File: src/design/dbg_brkgen_consts.vh
// constants for the debug breakpoint generator
`ifndef DBG_BRKGEN_CONSTS_VH
`define DBG_BRKGEN_CONSTS_VH

// register byte offsets (low address bits used for decode)
`define DBG_ADDR_W        4
`define DBG_OFS_CTRL      4'h0
`define DBG_OFS_TCFG      4'h4
`define DBG_OFS_STAT      4'h8

// debug_control_one fields
`define DBG_CTRL_ARM      0
`define DBG_CTRL_SWTRIG   1
`define DBG_CTRL_BRKEN    3
`define DBG_CTRL_BDMSEL   4

// trace configuration fields
`define DBG_TCFG_ALIGN_LO 0
`define DBG_TCFG_SRC      2
`define DBG_TCFG_BRK_LO   4
`define DBG_TCFG_TAG_LO   8

// status fields
`define DBG_STAT_FINAL    0
`define DBG_STAT_TRACING  1
`define DBG_STAT_PEND     2
`define DBG_STAT_SWI      3
`define DBG_STAT_BDM      4
`define DBG_STAT_SWORG    5
`define DBG_STAT_CNT_LO   8

// trigger alignment codes
`define DBG_ALIGN_END     2'h0
`define DBG_ALIGN_BEGIN   2'h1
`define DBG_ALIGN_MID     2'h2
`define DBG_ALIGN_RSVD    2'h3

// sizes and counts
`define DBG_NCHAN         4
`define DBG_QDEPTH        3
`define DBG_CNT_W         7
`define DBG_MID_LINES     7'h20
`define DBG_BUF_LINES     7'h40

// reset values
`define DBG_CTRL_RST      5'h00
`define DBG_TCFG_RST      12'h000

`endif

File: src/design/dbg_brkgen.v
// debug breakpoint generator with classic wishbone register slave
// Function
// - breakpoints only from final-state triggers, software
// - background command ignored in stop or wait
// - tagged channel breaks when opcode reaches execute
// - tracing session delays break until completion
// - immediate-break channel breaks at trigger always
// - end alignment: break at trigger if enabled
// - begin alignment: break when buffer fills
// - mid alignment: break after 32 more lines
// - immediate-break stops tracing; code 11 reserved
// - software trigger enters final, same timing
// - software trigger works while disarmed
// - software trigger ignored once tracing triggered
// - channel trigger ignored after software trigger
// - no breakpoints while background debug active
// - no tag entry during single-step command
// - background request beats software interrupt
// - map breakpoint to background or software interrupt
// - unserviced breakpoint re-asserted after return
// - tag travels with instruction to queue head
`timescale 1ns/1ps
`include "dbg_brkgen_consts.vh"

module dbg_brkgen
(
    input  wire        CLK,
    input  wire        RESET,
    // wishbone slave
    input  wire        CYC_I,
    input  wire        STB_I,
    input  wire        WE_I,
    input  wire [3:0]  ADR_I,
    input  wire [3:0]  SEL_I,
    input  wire [31:0] DAT_I,
    output reg  [31:0] DAT_O,
    output wire        ACK_O,
    // comparator and instruction queue
    input  wire [3:0]  CHAN_MATCH,
    input  wire        QUEUE_SHIFT,
    input  wire        EXEC_START,
    input  wire        TRACE_STORE,
    // core and background debug status
    input  wire        BDM_ENABLED,
    input  wire        BDM_ACTIVE,
    input  wire        BDM_STEP_CMD,
    input  wire        CPU_STOP_WAIT,
    input  wire        BG_CMD,
    input  wire        CORE_BDM_ACK,
    input  wire        CORE_SWI_ACK,
    // requests and state
    output wire        BRK_BDM_REQ,
    output wire        BRK_SWI_REQ,
    output wire        BG_CMD_REQ,
    output wire        TRACE_RUN,
    output wire        FINAL_STATE,
    output wire [3:0]  TAG_HIT
);

    // the block keeps little state of its own: two configuration
    // registers, the sequencer final flag, trace tracking and one
    // pending-request flop. trace lines are stored elsewhere and
    // only counted here, so the count, the tracing, final and pending flags,
    // the two request bits and the software-origin flag are what a debugger learns from this block.

    // register fields
    reg [4:0]  ctrl_q;
    reg [11:0] tcfg_q;
    reg        ack_q;
    // sequencer and trace state; waitdone_q marks a session that
    // still owes a breakpoint, so a session started by arming alone
    // never raises one when it runs out
    reg        final_q;
    reg        sworg_q;
    reg        tracing_q;
    reg        waitdone_q;
    reg [6:0]  cnt_q;
    reg        pend_q;
    reg [3:0]  tagq_q [0:2];

    // combinational views and decodes; none of them holds state,
    // so the breakpoint requests below follow pend_q and the BDM_ENABLED and BDM_ACTIVE
    // inputs through gates, and BG_CMD_REQ gates BG_CMD and CPU_STOP_WAIT with no flop; input changes reach the core at once
    wire [6:0] cnt_d;
    wire       acc;
    wire       wr;
    wire       wr_ctrl;
    wire       wr_tcfg;
    wire       arm;
    wire       brk_en;
    wire       bdm_sel;
    wire [1:0] align;
    wire       src_en;
    wire [3:0] chan_brk;
    wire [3:0] chan_tag;
    wire       sw_software_trigger_bit;
    wire [3:0] tag_ok;
    wire [3:0] hit;
    wire       chan_software_trigger_bit;
    wire       chan_imm;
    wire       software_trigger_bit;
    wire       imm;
    wire       sess_done;
    wire       brk_event;
    wire       map_bdm;
    wire       map_swi;
    integer    i;

    // true when buffer count reaches a line target
    function reached;
        input [6:0] cnt;
        input [6:0] lim;
        begin
            reached = (cnt >= lim);
        end
    endfunction

    // bus decode; one wait-free answer per request.
    // ack_q masks the access term in the answer cycle so that a
    // master still holding its strobe there is not taken twice;
    // the price is one idle cycle between back-to-back requests.
    // control writes need lane 0, since all its bits live there;
    // the trace configuration splits over lanes 0 and 1.
    assign acc     = CYC_I & STB_I & ~ack_q;
    assign wr      = acc & WE_I;
    assign wr_ctrl = wr & SEL_I[0] & (ADR_I == `DBG_OFS_CTRL);
    assign wr_tcfg = wr & (ADR_I == `DBG_OFS_TCFG);
    assign ACK_O   = ack_q;

    // field views
    assign arm      = ctrl_q[`DBG_CTRL_ARM];
    assign brk_en   = ctrl_q[`DBG_CTRL_BRKEN];
    assign bdm_sel  = ctrl_q[`DBG_CTRL_BDMSEL];
    assign align    = tcfg_q[`DBG_TCFG_ALIGN_LO +: 2];
    assign src_en   = tcfg_q[`DBG_TCFG_SRC];
    assign chan_brk = tcfg_q[`DBG_TCFG_BRK_LO +: `DBG_NCHAN];
    assign chan_tag = tcfg_q[`DBG_TCFG_TAG_LO +: `DBG_NCHAN];

    // software trigger is a write-one pulse, not stored.
    // it is not gated by arm, so software can force the final
    // state of a disarmed module; it reads back as zero because
    // the control write masks it off; only sworg_q records its use.
    assign sw_software_trigger_bit = wr_ctrl & DAT_I[`DBG_CTRL_SWTRIG];

    // tags off in background mode and during single step
    assign tag_ok = (BDM_ACTIVE | BDM_STEP_CMD) ? 4'h0 : chan_tag;

    // tag hit when tagged opcode reaches execute stage.
    // the tag rides the queue with its opcode; a flushed queue
    // simply shifts the tag out, so a branch away from the tagged
    // instruction never produces a stale hit.
    assign hit     = tagq_q[2] & {4{EXEC_START}} & tag_ok;
    assign TAG_HIT = hit;

    // untagged matches trigger at once, tagged via queue head
    assign chan_software_trigger_bit = arm & |((CHAN_MATCH & ~chan_tag) | hit);
    assign chan_imm  = |(((CHAN_MATCH & ~chan_tag) | hit) & chan_brk);

    // first trigger wins; later ones ignored in final state.
    // this covers both orders: a software trigger after a channel
    // started tracing, and a channel after a software trigger.
    // re-arming is the only way out of the final state.
    assign software_trigger_bit = ~final_q & (chan_software_trigger_bit | sw_software_trigger_bit);
    // software trigger carries no channel break option
    assign imm  = chan_software_trigger_bit & chan_imm;

    // session end per alignment; begin waits for full buffer
    assign cnt_d = cnt_q + 7'h01;
    assign sess_done = waitdone_q & TRACE_STORE & (
        ((align == `DBG_ALIGN_BEGIN) &
         reached(cnt_d, `DBG_BUF_LINES)) |
        ((align == `DBG_ALIGN_MID) &
         reached(cnt_d, `DBG_MID_LINES)));

    // a final-state event that calls for a breakpoint.
    // reserved alignment is treated like end alignment: the
    // break comes at the trigger and no tracing is started, so a
    // bad configuration can never leave a request hanging.
    assign brk_event =
        (software_trigger_bit & (imm | ~src_en | (align == `DBG_ALIGN_END) |
                 (align == `DBG_ALIGN_RSVD))) |
        sess_done;

    // mapping: background only when selected, enabled, idle.
    // the two requests are derived from one pending flop, so the
    // mapping follows the enable and activity levels as they are
    // now, not as they were when the breakpoint was raised; a
    // request masked by active background mode comes back later.
    assign map_bdm = brk_en & bdm_sel & BDM_ENABLED & ~BDM_ACTIVE;
    assign map_swi = brk_en & ~BDM_ACTIVE &
                     (~bdm_sel | ~BDM_ENABLED);
    // outputs exclusive so background wins any coincidence
    assign BRK_BDM_REQ = pend_q & map_bdm;
    assign BRK_SWI_REQ = pend_q & map_swi & ~map_bdm;

    // background command blocked in stop or wait
    assign BG_CMD_REQ = BG_CMD & ~CPU_STOP_WAIT;

    assign TRACE_RUN   = tracing_q;
    assign FINAL_STATE = final_q;

    // bus ack and read data, both from flip-flops.
    // read data is forced to zero outside the answer cycle, so a
    // master that samples late sees zero rather than old data;
    // status is a snapshot of the cycle in which the read was taken.
    always @(posedge CLK)
    begin
        if (RESET)
        begin
            ack_q <= 1'b0;
            DAT_O <= 32'h00000000;
        end
        else
        begin
            ack_q <= acc;
            DAT_O <= 32'h00000000;
            if (acc & ~WE_I)
            begin
                case (ADR_I)
                    `DBG_OFS_CTRL: DAT_O[4:0]  <= ctrl_q & 5'h19;
                    `DBG_OFS_TCFG: DAT_O[11:0] <= tcfg_q;
                    `DBG_OFS_STAT:
                    begin
                        DAT_O[`DBG_STAT_FINAL]   <= final_q;
                        DAT_O[`DBG_STAT_TRACING] <= tracing_q;
                        DAT_O[`DBG_STAT_PEND]    <= pend_q;
                        DAT_O[`DBG_STAT_SWI]     <= BRK_SWI_REQ;
                        DAT_O[`DBG_STAT_BDM]     <= BRK_BDM_REQ;
                        DAT_O[`DBG_STAT_SWORG]   <= sworg_q;
                        DAT_O[`DBG_STAT_CNT_LO +: `DBG_CNT_W] <= cnt_q;
                    end
                    default: DAT_O <= 32'h00000000;
                endcase
            end
        end
    end

    // configuration registers; arm auto-clears at session end.
    // a software write wins over the auto-clear in the same cycle,
    // because the write is what software asked for last; the
    // trigger bit is masked off so it is never stored.
    always @(posedge CLK)
    begin
        if (RESET)
        begin
            ctrl_q <= `DBG_CTRL_RST;
            tcfg_q <= `DBG_TCFG_RST;
        end
        else
        begin
            if (wr_ctrl)
                ctrl_q <= DAT_I[4:0] & 5'h19;
            else if (brk_event | (software_trigger_bit & imm))
                ctrl_q[`DBG_CTRL_ARM] <= 1'b0;
            if (wr_tcfg & SEL_I[0])
                tcfg_q[7:0] <= DAT_I[7:0];
            if (wr_tcfg & SEL_I[1])
                tcfg_q[11:8] <= DAT_I[11:8];
        end
    end

    // tag queue shifts with the instruction stream.
    // a tag is attached only while armed and while tagging is
    // allowed, so a step command cannot leave a tag behind that
    // fires once the step is over.
    always @(posedge CLK)
    begin
        if (RESET)
        begin
            for (i = 0; i < `DBG_QDEPTH; i = i + 1)
                tagq_q[i] <= 4'h0;
        end
        else if (QUEUE_SHIFT)
        begin
            tagq_q[0] <= CHAN_MATCH & tag_ok & {4{arm}};
            tagq_q[1] <= tagq_q[0];
            tagq_q[2] <= tagq_q[1];
        end
    end

    // sequencer final state and trace session tracking.
    // arming clears the final, origin and count state but not pend_q,
    // and starts end or mid tracing at once when src_en is set, since those fill the buffer ahead of the trigger;
    // begin alignment waits for the trigger to start.
    // the count restarts at each trigger and stops at session end,
    // so it shows the lines stored since the trigger.
    always @(posedge CLK)
    begin
        if (RESET)
        begin
            final_q    <= 1'b0;
            sworg_q    <= 1'b0;
            tracing_q  <= 1'b0;
            waitdone_q <= 1'b0;
            cnt_q      <= 7'h00;
        end
        else if (wr_ctrl & DAT_I[`DBG_CTRL_ARM] & ~arm)
        begin
            // arming restarts the sequencer; end/mid trace at once
            final_q    <= 1'b0;
            sworg_q    <= 1'b0;
            waitdone_q <= 1'b0;
            cnt_q      <= 7'h00;
            tracing_q  <= src_en & (align != `DBG_ALIGN_BEGIN) &
                          (align != `DBG_ALIGN_RSVD);
        end
        else if (software_trigger_bit)
        begin
            final_q <= 1'b1;
            sworg_q <= ~chan_software_trigger_bit;
            cnt_q   <= 7'h00;
            if (imm | ~src_en | (align == `DBG_ALIGN_END) |
                (align == `DBG_ALIGN_RSVD))
            begin
                tracing_q  <= 1'b0;
                waitdone_q <= 1'b0;
            end
            else
            begin
                // begin starts here, mid keeps running
                tracing_q  <= 1'b1;
                waitdone_q <= 1'b1;
            end
        end
        else if (sess_done)
        begin
            tracing_q  <= 1'b0;
            waitdone_q <= 1'b0;
            cnt_q      <= cnt_d;
        end
        else if (waitdone_q & TRACE_STORE)
            cnt_q <= cnt_d;
    end

    // pending request held to ack; set beats ack in same cycle.
    // the ack is honoured only for the request that is shown, so
    // an ack from the wrong service path cannot drop a request;
    // with breakpoints disabled no request is ever recorded.
    always @(posedge CLK)
    begin
        if (RESET)
            pend_q <= 1'b0;
        else if (brk_event & brk_en)
            pend_q <= 1'b1;
        else if ((CORE_BDM_ACK & BRK_BDM_REQ) |
                 (CORE_SWI_ACK & BRK_SWI_REQ))
            pend_q <= 1'b0;
    end

endmodule // dbg_brkgen

File: config.mk
export PLATFORM = sky130hd
export DESIGN_NAME = dbg_brkgen
export DESIGN_NICKNAME = d
export VERILOG_FILES = /design/src/design/dbg_brkgen.v
export VERILOG_INCLUDE_DIRS = /design/src /design/src/design
export SDC_FILE = /design/constraint.sdc
export NUM_CORES = 1
export LEC_CHECK = 0
export ABC_CLOCK_PERIOD_IN_PS = 5600
export BUFFER_PORTS_ARGS = -buffer_cell sky130_fd_sc_hd__buf_2
export CAP_MARGIN = 20
export CORE_AREA = 2 2 110 59
export DETAILED_ROUTE_END_ITERATION = 10
export DIE_AREA = 0 0 112 61
export PLACE_DENSITY = 0.73
export SLEW_MARGIN = 20
export SYNTH_ARGS = -nofsm -noshare
export SYNTH_HDL_FRONTEND = slang
export SYNTH_SLANG_ARGS = --single-unit
File: constraint.sdc
create_clock -name CLK -period 5.6 [get_ports CLK]
set_input_delay 0.84 -clock CLK [delete_from_list [all_inputs] [get_ports CLK]]
set_output_delay 0.84 -clock CLK [all_outputs]
set_load 0.01 [all_outputs]
Word-level counts from Yosys, hierarchy flattened. Memory sizes are Yosys's and may differ from the RTL's. Cells that the tools add are included.

Register bits: 60. Bits in writable memories: 12. Input bits: 59. Output and inout port bits: 42. Logic and storage cells: 132. Memories kept: 1.

$add $sub $neg: 1. Order comparisons: 2. Eq/ne operators: 7. Muxes and demuxes: 22. Bitwise operators: 70. Reduce and logical (&&, ||, !) cells: 14.

Memory list: tagq_q (depth 3, bits a word 4, read ports 3, clocked after Yosys merged registers in 0, wr ports 3, RTL line dbg_brkgen.v:79) `reg [3:0] tagq_q [0:2];`.

Operators by type and width (number): $and 1x1->1 (35); $and 4x4->4 (6); $mux 4 (4); $pmux 5 s3 (1); $mux 7 (2); $not 1->1 (14); $mux 1 (13); $or 1x1->1 (13); $reduce_or 3->1 (3); $pmux 4 s2 (1); $reduce_bool 2->1 (4); $reduce_or 4->1 (2); $add 7x1->7 const B (1); $ge 7x6->1 const B (1); $ge 7x7->1 const B (1); $eq 2x2->1 const B (2); $eq 4x3->1 const B (1); $eq 4x4->1 const B (1); $logic_not 4->1 (1); $not 4->4 (1); $or 4x4->4 (1); $reduce_or 2->1 (2); $reduce_bool 3->1 (1); $eq 2x1->1 const B (1); other kinds (4) (4).

Longest topological paths before layout. Gate-level depths: netlist of the first run.

Depth in word-level cells: 15. Mapped depth: 7. Mapped depth without buffers: 7.

Worst setup path after synthesis of the first run. OpenSTA, ideal clock, no wires.

Path kind: input-to-reg. Start: input BDM_ACTIVE. End: register tracing_q (netlist: TRACE_RUN). Library setup time: 0.088 ns. Arrival: 2.478 ns. Setup slack: 3.034 ns. Stages: 6. Path buffers: 1. Cell sequence: or3b_1 > buf_2 > a311oi_2 > nor3b_1 > or4_4 > a311oi_2.

Longest elaborated chain between the ends: 13. Elaborated cells between the ends (all ways): 18.

RTL lines: from (decl) (RTL line dbg_brkgen.v:45) `input wire BDM_ACTIVE,`; $or 1x1->1 * (RTL line dbg_brkgen.v:146) `assign tag_ok = (BDM_ACTIVE | BDM_STEP_CMD) ? 4'h0 : chan_tag;`; $mux 4 * (RTL line dbg_brkgen.v:146); $and 4x4->4 * (RTL line dbg_brkgen.v:152) `assign hit = tagq_q[2] & {4{EXEC_START}} & tag_ok;`; $or 4x4->4 * (RTL line dbg_brkgen.v:156, dbg_brkgen.v:157); $reduce_or 4->1 or $and 4x4->4 (tied branches) (RTL line dbg_brkgen.v:156, dbg_brkgen.v:157); $and 1x1->1 or $reduce_or 4->1 (tied branches) (RTL line dbg_brkgen.v:156, dbg_brkgen.v:157); $and 1x1->1 (RTL line dbg_brkgen.v:165) `assign imm = chan_software_trigger_bit & chan_imm;`; $or 1x1->1 (3 in series) (RTL line dbg_brkgen.v:312) `` if (imm | ~src_en | (align == `DBG_ALIGN_END) | ``; $mux 1 (RTL line dbg_brkgen.v:312); $mux 1 (RTL line dbg_brkgen.v:307) `else if (software_trigger_bit)`; $mux 1 (RTL line dbg_brkgen.v:297) `` else if (wr_ctrl & DAT_I[`DBG_CTRL_ARM] & ~arm) ``; to (signal assigned) (RTL line dbg_brkgen.v:304) `` tracing_q <= src_en & (align != `DBG_ALIGN_BEGIN) & ``; to (decl) (RTL line dbg_brkgen.v:75) `reg tracing_q;`.

Every way passes the cells marked *; elsewhere a longest branch is shown, timed or not. A chain may end at the register's enable or synchronous reset.

Worst setup path after layout of the first run.
Start: input BDM_ACTIVE. End: output TAG_HIT[0].

Longest elaborated chain between the ends: 3.

RTL lines: $or 1x1->1 (RTL line dbg_brkgen.v:146); $mux 4 (RTL line dbg_brkgen.v:146); $and 4x4->4 (RTL line dbg_brkgen.v:152); to (decl) (RTL line dbg_brkgen.v:57) `output wire [3:0] TAG_HIT`.

No other way between the ends.

==> key figures, run 1 <==
Run status
  – Status: completed

Run
  – Max_cap viols: 0

Synth
  – Sequential fraction of the synthesis area: 48.2%
  – Most used DFF post-synth: dfxtp_1
  – Library cells used by synthesis: 45
  – Largest cells by area after synthesis: dfxtp_1, edfxtp_1, nor2_1
  – Synthesized flop and latch total: 55
  – Syn avg cell area: between 9 and 10 um^2
  – Synth cell count leaders: dfxtp_1, nor2_1, nand2_1
  – Area leader, netlist: dfxtp_1
  – Post-synth EDFFs: 12
  – Post-Syn Instances: 270
  – Synth warn: 0
  – Most common cell in the netlist: dfxtp_1
  – Yosys top cell area share: about a third
  – Post-Syn Area: around 0.0025 mm^2
  – Async SR Flop Fraction: 0%

STA
  – RSZ-0062 raised after global routing: no
  – Final hold viol count: 0
  – WHS: 451 ps
  – Slew Viols, Final: 0
  – Final worst path period share: a little under half
  – Final setup TNS: 0 ps
  – Fmax: 385 MHz
  – Layout Skew: ~6.3 ps
  – Post-route minimum period: about 2600 ps
  – Max-slew headroom: a little over 60%
  – # setup viols final: 0
  – Slew @ Worst Pin: between 500 and 600 ps

Finish
  – Layout area overhead: 19.0%
  – Share of layout cells above drive strength 1: a little under a quarter
  – Antenna cells: 0
  – Fin nets: between 300 and 400

Power
  – Worst vdd ir: roughly 0.11 mV
  – PwrDens: roughly 270 mW/mm^2
  – Power share of the sequential group: 51.3%
  – Sw Ratio: a little over a fifth
  – Leak: approximately 1.3 nW
  – Total Power: approximately 0.0008 W
  – Int Pwr: 0.000635 W
  – Net load switching power: between 0.00015 and 0.0002 W
  – Logic pwr share: 4.8%
  – Clock power share: approximately 44%

Setup path
  – CP endpoint kind: primary output
  – Critical Path RT: 4760 ps
  – Critical path class: input pin to primary output
  – Reg2reg end: pend_q
  – Worst r2r src: tcfg_q[11]
  – Reg2Reg Setup Slack: about 3400 ps
  – Arrival @ worst endpoint: around 1800 ps
  – R2R cell count: 6
  – CP startpoint: BDM_ACTIVE
  – Crit path max fanout: 6
  – Critical Path Source Type: input pin
  – Setup crit end: TAG_HIT[0]

Clock network
  – Root Buffer: clkbuf_16
  – H-tree depth: 2
  – CTS Buf Count: 5
  – CTS sink count: 55
  – CTS clk-pin slew, worst paths: approximately 70 ps
  – Max clock buf depth: 2
  – CTS tree: done
  – # Post-CTS Setup Buffers: 0
  – Hold-fix buffers, CTS: 0
  – Skew-Pair Late Insertion Delay: 290 ps
  – Resized cells post-CTS: 0

Detailed routing
  – DRC Markers: 0
  – Final wirelength: between 5000 and 6000 um
  – Routed length per placed instance: about 14 um
  – Vias/cell: approximately 5.3
  – Remaining antenna violation count: 0
  – Drt pass-1 iters: 4
  – Detailed Route Iter0 Violations: approximately 120
  – Via count: around 2100

Placement
  – Port bufs: 61
  – RD Place Congestion: about 0.83
  – Post-DP HPWL: 4650 um

Die
  – Core box area: between 0.005 and 0.006 mm^2
  – Die height: around 61 um
  – # rows: 20
  – I/O pins: 101
  – Die span in x: between 100 and 150 um
  – Starting Density: between 40% and 50%
  – Die Area: about 0.007 mm^2

Global route
  – GRT overflow: 0
  – Vias in the first global route: 1957
  – First-pass GRT wire length: between 9000 and 10000 um
  – GR Util All Layers: a little under a fifth
  – Initial antenna violation count: 0
  – Largest net degree at the start of global routing: 23

Min path
  – Hold crit path type: register to register
## routing by layer
metal | wire, um | track usage (%) | vias up
li1 | - | - | 1032
met1 | 2990 | 26.2 | 1019
met2 | 2420 | 27.8 | 93
met3 | 472 | 4.90 | 4
met4 | 40 | 6.27 | 0
met5 | 0 | 0 | -
## worst max-delay path, stage by stage
cell and delay (ps):
buf_2 110, or3b_1 510, nor2_1 150, buf_2 140
## stage by stage
step	instance area (um^2)	setup WS, ps	instances	util [%]
final	3010	3010	409	51.5
after floorplan	2590	3030	286	-
after CTS	3010	3010	409	51.5
after detailed placement	2850	2780	401	48.6
after global placement	2850	2800	401	48.6
after global routing	3010	2860	409	51.5
## cell families after synthesis
| logic type | share of synthesized area, % |
|---|---|
| AO/OA/AOI/OAI | 11.2 |
| XOR/XNOR | 2.42 |
| adder cells (fa/ha/maj) | 0.494 |
| buffers and inverters | 7.16 |
| flip-flops | 48.2 |
| multiplexers | 5.14 |
| other | 0.148 |
| AND/OR/NAND/NOR | 25.3 |
## final cells by class
class | instances | area, um^2
clock buffers | 6 | 129
clock inverters | 2 | 37.5
fillers | 562 | 2840
inverters | 7 | 26.3
multi-input cells | 200 | 1190
flip-flops and latches | 55 | 1220
well taps | 77 | 96.3
repair buffers | 62 | 313
## power by group through the flow
stage,registers (W),logic (W),clock network (W)
after floorplan,0.000420,0.0000266,0
after global placement,0.000421,0.0000371,0
after detailed placement,0.000421,0.0000378,0
after CTS,0.000412,0.0000378,0.000360
after global routing,0.000412,0.0000427,0.000379
final,0.000412,0.0000384,0.000353
## sequential cells by signal (all words and copies together) (netlist names)
register,cells
TRACE_RUN,1
ctrl_q,3
waitdone_q,1
ACK_O,1
cnt_q,7
sworg_q,1
pend_q,1
FINAL_STATE,1
DAT_O,15
tagq_q,12
tcfg_q,12
## how the worst min path moves through the flow
stage / from / endpoint / slack, ps / depth (start not counted)
2_1_floorplan: tcfg_q[3] / DAT_O[3] / 430 / 2
3_3_place_gp: tcfg_q[3] / DAT_O[3] / 450 / 2
3_5_place_dp: tcfg_q[3] / DAT_O[3] / 450 / 2
4_1_cts: tcfg_q[3] / DAT_O[3] / 460 / 2
5_1_grt: tcfg_q[3] / DAT_O[3] / 490 / 2
6_report: tcfg_q[3] / DAT_O[3] / 450 / 2
## placed cells by master (no fill, tap or decap), types with 2 or more instances in the layout
| cell type | Yosys | final |
|---|---|---|
| dfxtp_1 | 43 | 43 |
| clkbuf_16 | 0 | 5 |
| edfxtp_1 | 12 | 12 |
| nand2_1 | 21 | 21 |
| a41oi_1 | 2 | 2 |
| a22o_1 | 5 | 5 |
| and2_1 | 16 | 16 |
| or3_1 | 4 | 4 |
| nand3b_1 | 6 | 6 |
| a21oi_1 | 9 | 9 |
| a311oi_2 | 2 | 2 |
| xor2_1 | 4 | 4 |
| nor3_1 | 5 | 5 |
| o21bai_1 | 2 | 2 |
| nand2b_1 | 4 | 4 |
| mux2i_1 | 13 | 13 |
| a22oi_1 | 6 | 6 |
| nand4_1 | 6 | 6 |
| buf_2 | 1 | 61 |
| or2_2 | 2 | 2 |
| nor2_1 | 41 | 41 |
| inv_1 | 7 | 7 |
| conb_1 | 1 | 17 |
| nor2b_1 | 3 | 3 |
| xnor2_1 | 3 | 3 |
| o21ai_0 | 3 | 3 |
| nand3_1 | 9 | 9 |
Power figures use the tool's default switching activity.
==> run 2: changes to the inputs <==
--- a/config.mk
+++ b/config.mk
@@ -6,12 +6,12 @@
 export SDC_FILE = /design/constraint.sdc
 export NUM_CORES = 1
 export LEC_CHECK = 0
-export ABC_CLOCK_PERIOD_IN_PS = 5600
+export ABC_CLOCK_PERIOD_IN_PS = 2250
 export BUFFER_PORTS_ARGS = -buffer_cell sky130_fd_sc_hd__buf_2
 export CAP_MARGIN = 20
-export CORE_AREA = 2 2 110 59
+export CORE_AREA = 2 2 112 60
 export DETAILED_ROUTE_END_ITERATION = 10
-export DIE_AREA = 0 0 112 61
+export DIE_AREA = 0 0 114 62
 export PLACE_DENSITY = 0.73
 export SLEW_MARGIN = 20
 export SYNTH_ARGS = -nofsm -noshare
==> constraint.sdc (replaced) <==
create_clock -name CLK -period 2.25 [get_ports CLK]
set_input_delay 0.3375 -clock CLK [delete_from_list [all_inputs] [get_ports CLK]]
set_output_delay 0.3375 -clock CLK [all_outputs]
set_load 0.01 [all_outputs]
==> key figures, run 2 (synthesized netlist as in run 1, its figures left out) <==
Clock network
  – Hold-fix buffers, CTS: 0
  – Skew-Pair Late Insertion Delay: roughly 300 ps
  – CTS tree: done
  – CTS sink count: 55
  – Root Buffer: clkbuf_16
  – # Post-CTS Setup Buffers: 0
  – H-tree depth: 2
  – CTS clk-pin slew, worst paths: about 80 ps
  – Max clock buf depth: 2
  – Resized cells post-CTS: 0
  – CTS Buf Count: 5

Global route
  – GR Util All Layers: 17.0%
  – Vias in the first global route: approximately 1900
  – GRT overflow: 0
  – Initial antenna violation count: 0
  – Largest net degree at the start of global routing: 23
  – First-pass GRT wire length: just over 9000 um

Detailed routing
  – Final wirelength: about 5600 um
  – Drt pass-1 iters: 5
  – Detailed Route Iter0 Violations: about 130
  – Remaining antenna violation count: 0
  – Vias/cell: ~5.0
  – DRC Markers: 0
  – Via count: ~2100
  – Routed length per placed instance: approximately 13 um

Setup path
  – Critical Path RT: 2450 ps
  – Critical path class: register to register
  – Slowest CP cell: dfxtp_1
  – Kind of cell adding the most delay to the critical path: compound AO/OA/AOI/OAI gates
  – CP Buf/Inv Count: 1
  – CP endpoint kind: register
  – Critical-path cell list: nand2b_1 > a41oi_1 > nor3b_1 > buf_4 > a2bb2oi_1 > o21ba_2 > a31o_1
  – Reg2Reg Setup Slack: ~190 ps
  – Crit path max fanout: 6
  – Arrival @ worst endpoint: about 2300 ps
  – Critical Path Source Type: register
  – Max stage delay on crit path: roughly 470 ps

Finish
  – Share of layout cells above drive strength 1: roughly 26%
  – Fin nets: roughly 400
  – Most frequent cells in the layout: buf_2, dfxtp_1, nor2_1
  – Max FFs per register: 15
  – Most flop-heavy register: DAT_O
  – Footprint of the multi-input gates: ~0.0012 mm^2
  – Fillers: 607
  – Biggest registers after layout: DAT_O (15), tagq_q (12), tcfg_q (12)
  – Most common cell after layout, fill and taps aside: buf_2
  – Register area: 0.00122 mm^2
  – Antenna cells: 0
  – Layout area overhead: 22.0%

STA
  – Final setup TNS: 0 ps
  – Layout Skew: just under 9 ps
  – # setup viols final: 0
  – Final hold viol count: 0
  – RSZ-0062 raised after global routing: no
  – Final worst path period share: 91.7%
  – Slew Viols, Final: 0
  – Post-route minimum period: just over 2000 ps
  – Fmax: around 480 MHz

Die
  – Die Area: 0.00707 mm^2
  – I/O pins: 101
  – Starting Density: approximately 41%
  – # rows: 21
  – Core box area: about 0.0063 mm^2
  – Die height: between 60 and 70 um
  – Die span in x: ~110 um

Placement
  – Port bufs: 61
  – Post-DP HPWL: 4450 um
  – RD Place Congestion: around 0.85

Run status
  – Status: completed

Power
  – PwrDens: 617 mW/mm^2
  – Worst vdd ir: about 0.37 mV
  – Leak: 1.38 nW
  – Total Power: 0.00191 W

Min path
  – Hold crit path type: input pin to register

Run
  – Max_cap viols: 0
## run 2: where the power goes
part	internal [W]	total, W	switching (W)
Clock	0.000419	0.000782	0.000363
Combinational	0.0000394	0.000100	0.0000608
Sequential	0.00102	0.00102	0.00000568
Total	0.00148	0.00191	0.000429
## run 2: routing by layer
metal / up-vias / global-route usage (%) / wire length [um]
met4: 0 / 4.18 / 68
met1: 989 / 25.0 / 2910
li1: 1058 / - / -
met2: 75 / 25.1 / 2230
met5: - / 0 / 0
met3: 12 / 4.66 / 410
## run 2: area by class of cell
| type | instances | share of cell area (%) |
|---|---|---|
| well taps | 80 | 3.24 |
| inverters | 7 | 0.850 |
| flip-flops and latches | 55 | 39.5 |
| multi-input cells | 200 | 38.5 |
| clock buffers | 5 | 4.05 |
| clock inverters | 3 | 0.769 |
| repair buffers | 74 | 13.0 |
## run 2: path summary, 6_finish.rpt
check,start,end,depth (start not counted)
worst min register to register,tcfg_q[3],DAT_O[3],2
worst max register to register,tcfg_q[11],pend_q,7
worst min-delay path,DAT_I[9],tcfg_q[9],3
worst max-delay path,tcfg_q[11],pend_q,7
## run 2: worst reg2reg max path: cells and delay by family, from the launching register on
kind,cells,cell delay (ps)
simple gates,2,470
buf+inv,1,180
compound gates,4,850
flops,1,470
## run 2: per-stage QoR
step	hold slack [ps]	area, um^2	setup slack [ps]	util [%]	cells
after global routing	278	3090	52.8	49.4	424
after global placement	446	2940	109	47.0	416
after floorplan	418	2590	187	-	286
after detailed placement	448	2940	83.8	47.0	416
after CTS	263	3090	223	49.4	424
final	267	3090	186	49.4	424
==> run 3: changes to the inputs <==
--- a/config.mk
+++ b/config.mk
@@ -6,13 +6,14 @@
 export SDC_FILE = /design/constraint.sdc
 export NUM_CORES = 1
 export LEC_CHECK = 0
+export ABC_AREA = 1
 export ABC_CLOCK_PERIOD_IN_PS = 2250
 export BUFFER_PORTS_ARGS = -buffer_cell sky130_fd_sc_hd__buf_2
 export CAP_MARGIN = 20
 export CORE_AREA = 2 2 112 60
 export DETAILED_ROUTE_END_ITERATION = 10
 export DIE_AREA = 0 0 114 62
-export PLACE_DENSITY = 0.73
+export PLACE_DENSITY = 0.75
 export SLEW_MARGIN = 20
 export SYNTH_ARGS = -nofsm -noshare
 export SYNTH_HDL_FRONTEND = slang
==> key figures, run 3 <==
Setup path
  – Reg2reg end: ctrl_q[0]
  – Reg2Reg Setup Slack: around 670 ps
  – Worst r2r src: cnt_q[0]
  – Setup crit end: BRK_SWI_REQ
  – CP startpoint: pend_q
  – Crit path max fanout: 3
  – Critical Path Source Type: register
  – Critical Path RT: between 1500 and 2000 ps
  – Critical path class: register to primary output
  – R2R cell count: 9
  – CP endpoint kind: primary output
  – Arrival @ worst endpoint: approximately 1300 ps

STA
  – # setup viols final: 0
  – Final hold viol count: 0
  – Final setup TNS: 0 ps
  – Slew @ Worst Pin: slightly above 500 ps
  – Final worst path period share: a little under three quarters
  – Slew Viols, Final: 0
  – Layout Skew: between 5 and 6 ps
  – Post-route minimum period: 1610 ps
  – Fmax: 620 MHz
  – RSZ-0062 raised after global routing: no
  – Max-slew headroom: about two thirds
  – Fin worst setup slack: ~640 ps

Clock network
  – Root Buffer: clkbuf_16
  – Resized cells post-CTS: 0
  – Hold-fix buffers, CTS: 0
  – Max clock buf depth: 2
  – CTS sink count: 55
  – H-tree depth: 2
  – CTS tree: done
  – # Post-CTS Setup Buffers: 0
  – Skew-Pair Late Insertion Delay: a little under 300 ps
  – CTS Buf Count: 5
  – CTS clk-pin slew, worst paths: 70 ps

Synth
  – Post-Synth XOR/XNOR Area: under 10%
  – Synthesized flop and latch total: 55
  – Yosys top cell area share: approximately 33%
  – Synth Area in Compound Gates: 9.53%
  – Synth warn: 0
  – Post-Syn Instances: about 330
  – Sequential fraction of the synthesis area: a little under half
  – Async SR Flop Fraction: 0%
  – Post-synth EDFFs: 12
  – Adder-Cell Fraction of Synth Area: 0.481%
  – Syn avg cell area: ~7.8 um^2
  – Largest cells by area after synthesis: dfxtp_1, edfxtp_1, inv_1
  – Library cells used by synthesis: 30
  – Post-Syn Area: between 0.002 and 0.003 mm^2
  – Synth Area in Simple Gates: a little over a quarter
  – Most used DFF post-synth: dfxtp_1
  – Synth cell count leaders: inv_1, nand2_1, nor2_1
  – Largest family of logic cells by synthesized area: simple AND/OR/NAND/NOR gates
  – Mux share of post-synthesis cell area: 0%
  – Area leader, netlist: dfxtp_1

Detailed routing
  – Drt pass-1 iters: 4
  – Via count: 2240
  – DRC Markers: 0
  – Final wirelength: slightly below 6000 um
  – Routed length per placed instance: approximately 12 um
  – Remaining antenna violation count: 0
  – Vias/cell: ~4.7
  – Detailed Route Iter0 Violations: 180

Global route
  – Largest net degree at the start of global routing: 18
  – GRT overflow: 0
  – Initial antenna violation count: 0
  – Vias in the first global route: a little under 2000
  – First-pass GRT wire length: 9250 um
  – GR Util All Layers: ~17%

Min path
  – Worst Hold Depth: 3
  – Hold crit path type: input pin to register

Finish
  – Footprint of the multi-input gates: 0.00108 mm^2
  – Share of layout cells above drive strength 1: roughly 22%
  – Biggest registers after layout: DAT_O (15), tagq_q (12), tcfg_q (12)
  – Register area: 0.00122 mm^2
  – Max FFs per register: 15
  – Fin area: roughly 0.0031 mm^2
  – Antenna cells: 0
  – Most flop-heavy register: DAT_O
  – Fin nets: 460
  – Most frequent cells in the layout: buf_2, inv_1, nand2_1
  – Fillers: 634
  – Most common cell after layout, fill and taps aside: buf_2
  – Layout area overhead: 19.2%

Die
  – Starting Density: ~42%
  – I/O pins: 101
  – Core box area: ~0.0063 mm^2
  – # rows: 21
  – Die span in x: 114 um
  – Die height: a little over 60 um
  – Die Area: between 0.007 and 0.008 mm^2

Placement
  – RD Place Congestion: approximately 0.90
  – Port bufs: 61
  – Placement Setup Slack: roughly 500 ps
  – DP Area: 0.00294 mm^2
  – Post-DP HPWL: about 4700 um

Run
  – Max_cap viols: 0

Run status
  – Status: completed

Power
  – Worst vdd ir: about 0.31 mV
  – PwrDens: between 600 and 700 mW/mm^2
  – Leak: about 1.5 nW
  – Total Power: between 0.0015 and 0.002 W
run 3: changes by cell type after synthesis, sizes merged, moves of 14 or more:
| cell | delta |
|---|---|
| inv | +51 |
| and2 | -16 |
| nand2 | +41 |
| o21ai | +18 |
| nor2 | +14 |
| nand3 | +14 |
run 3: cell type report:
type / count / share of cell area (%)
inverter: 58 / 7.02
timing repair buffer: 63 / 10.3
multi-input combinational: 217 / 34.8
sequential: 55 / 39.4
tap: 80 / 3.23
clock buffer: 7 / 4.96
clock inverter: 1 / 0.282
run 3: kinds of logic (layout without fill, tap and decap cells):
kind of cell,count (synthesis),in the layout
buffers and inverters,77,129
other,1,17
XOR/XNOR,6,6
AO/OA/AOI/OAI,47,47
AND/OR/NAND/NOR,146,146
flip-flops,55,55
adder cells (fa/ha/maj),1,1
run 3: worst min path at each step:
stage / from / end / slack [ps]
2_1_floorplan: RESET / ctrl_q[0] / 410
3_3_place_gp: sworg_q / sworg_q / 440
3_5_place_dp: sworg_q / sworg_q / 440
4_1_cts: DAT_I[3] / ctrl_q[3] / 280
5_1_grt: DAT_I[5] / tcfg_q[5] / 300
6_report: DAT_I[5] / tcfg_q[5] / 290
run 3: power by group:
group	internal, W	switching [W]	leakage (nW)	total [W]
sequential	0.00102	0.00000414	0.480	0.00102
clock	0.000485	0.000345	0.0797	0.000830
combinational	0.0000435	0.0000826	0.961	0.000126
run 3: critical path, stage by stage (launching register included):
cell and delay (ps):
dfxtp_1 350, inv_1 60, nor2_1 90, nand2_1 80
a21oi_1 220, buf_2 180
run 3: per-stage QoR:
stage	std cells	hold slack, ps	utilization, %
2_1_floorplan	349	407	-
3_3_place_gp	473	440	47.0
3_5_place_dp	473	444	47.0
4_1_cts	481	285	49.6
5_1_grt	481	299	49.6
6_report	481	290	49.6
run 3: routing by layer:
layer  vias to the layer above  GRT usage (%)  part of all wire (%)
li1                       1147              -                     -
met1                      1017           26.7                    55
met2                        76           23.1                    38
met3                         0           5.04                   7.7
met4                         0           3.14                     0
met5                         -              0                     0
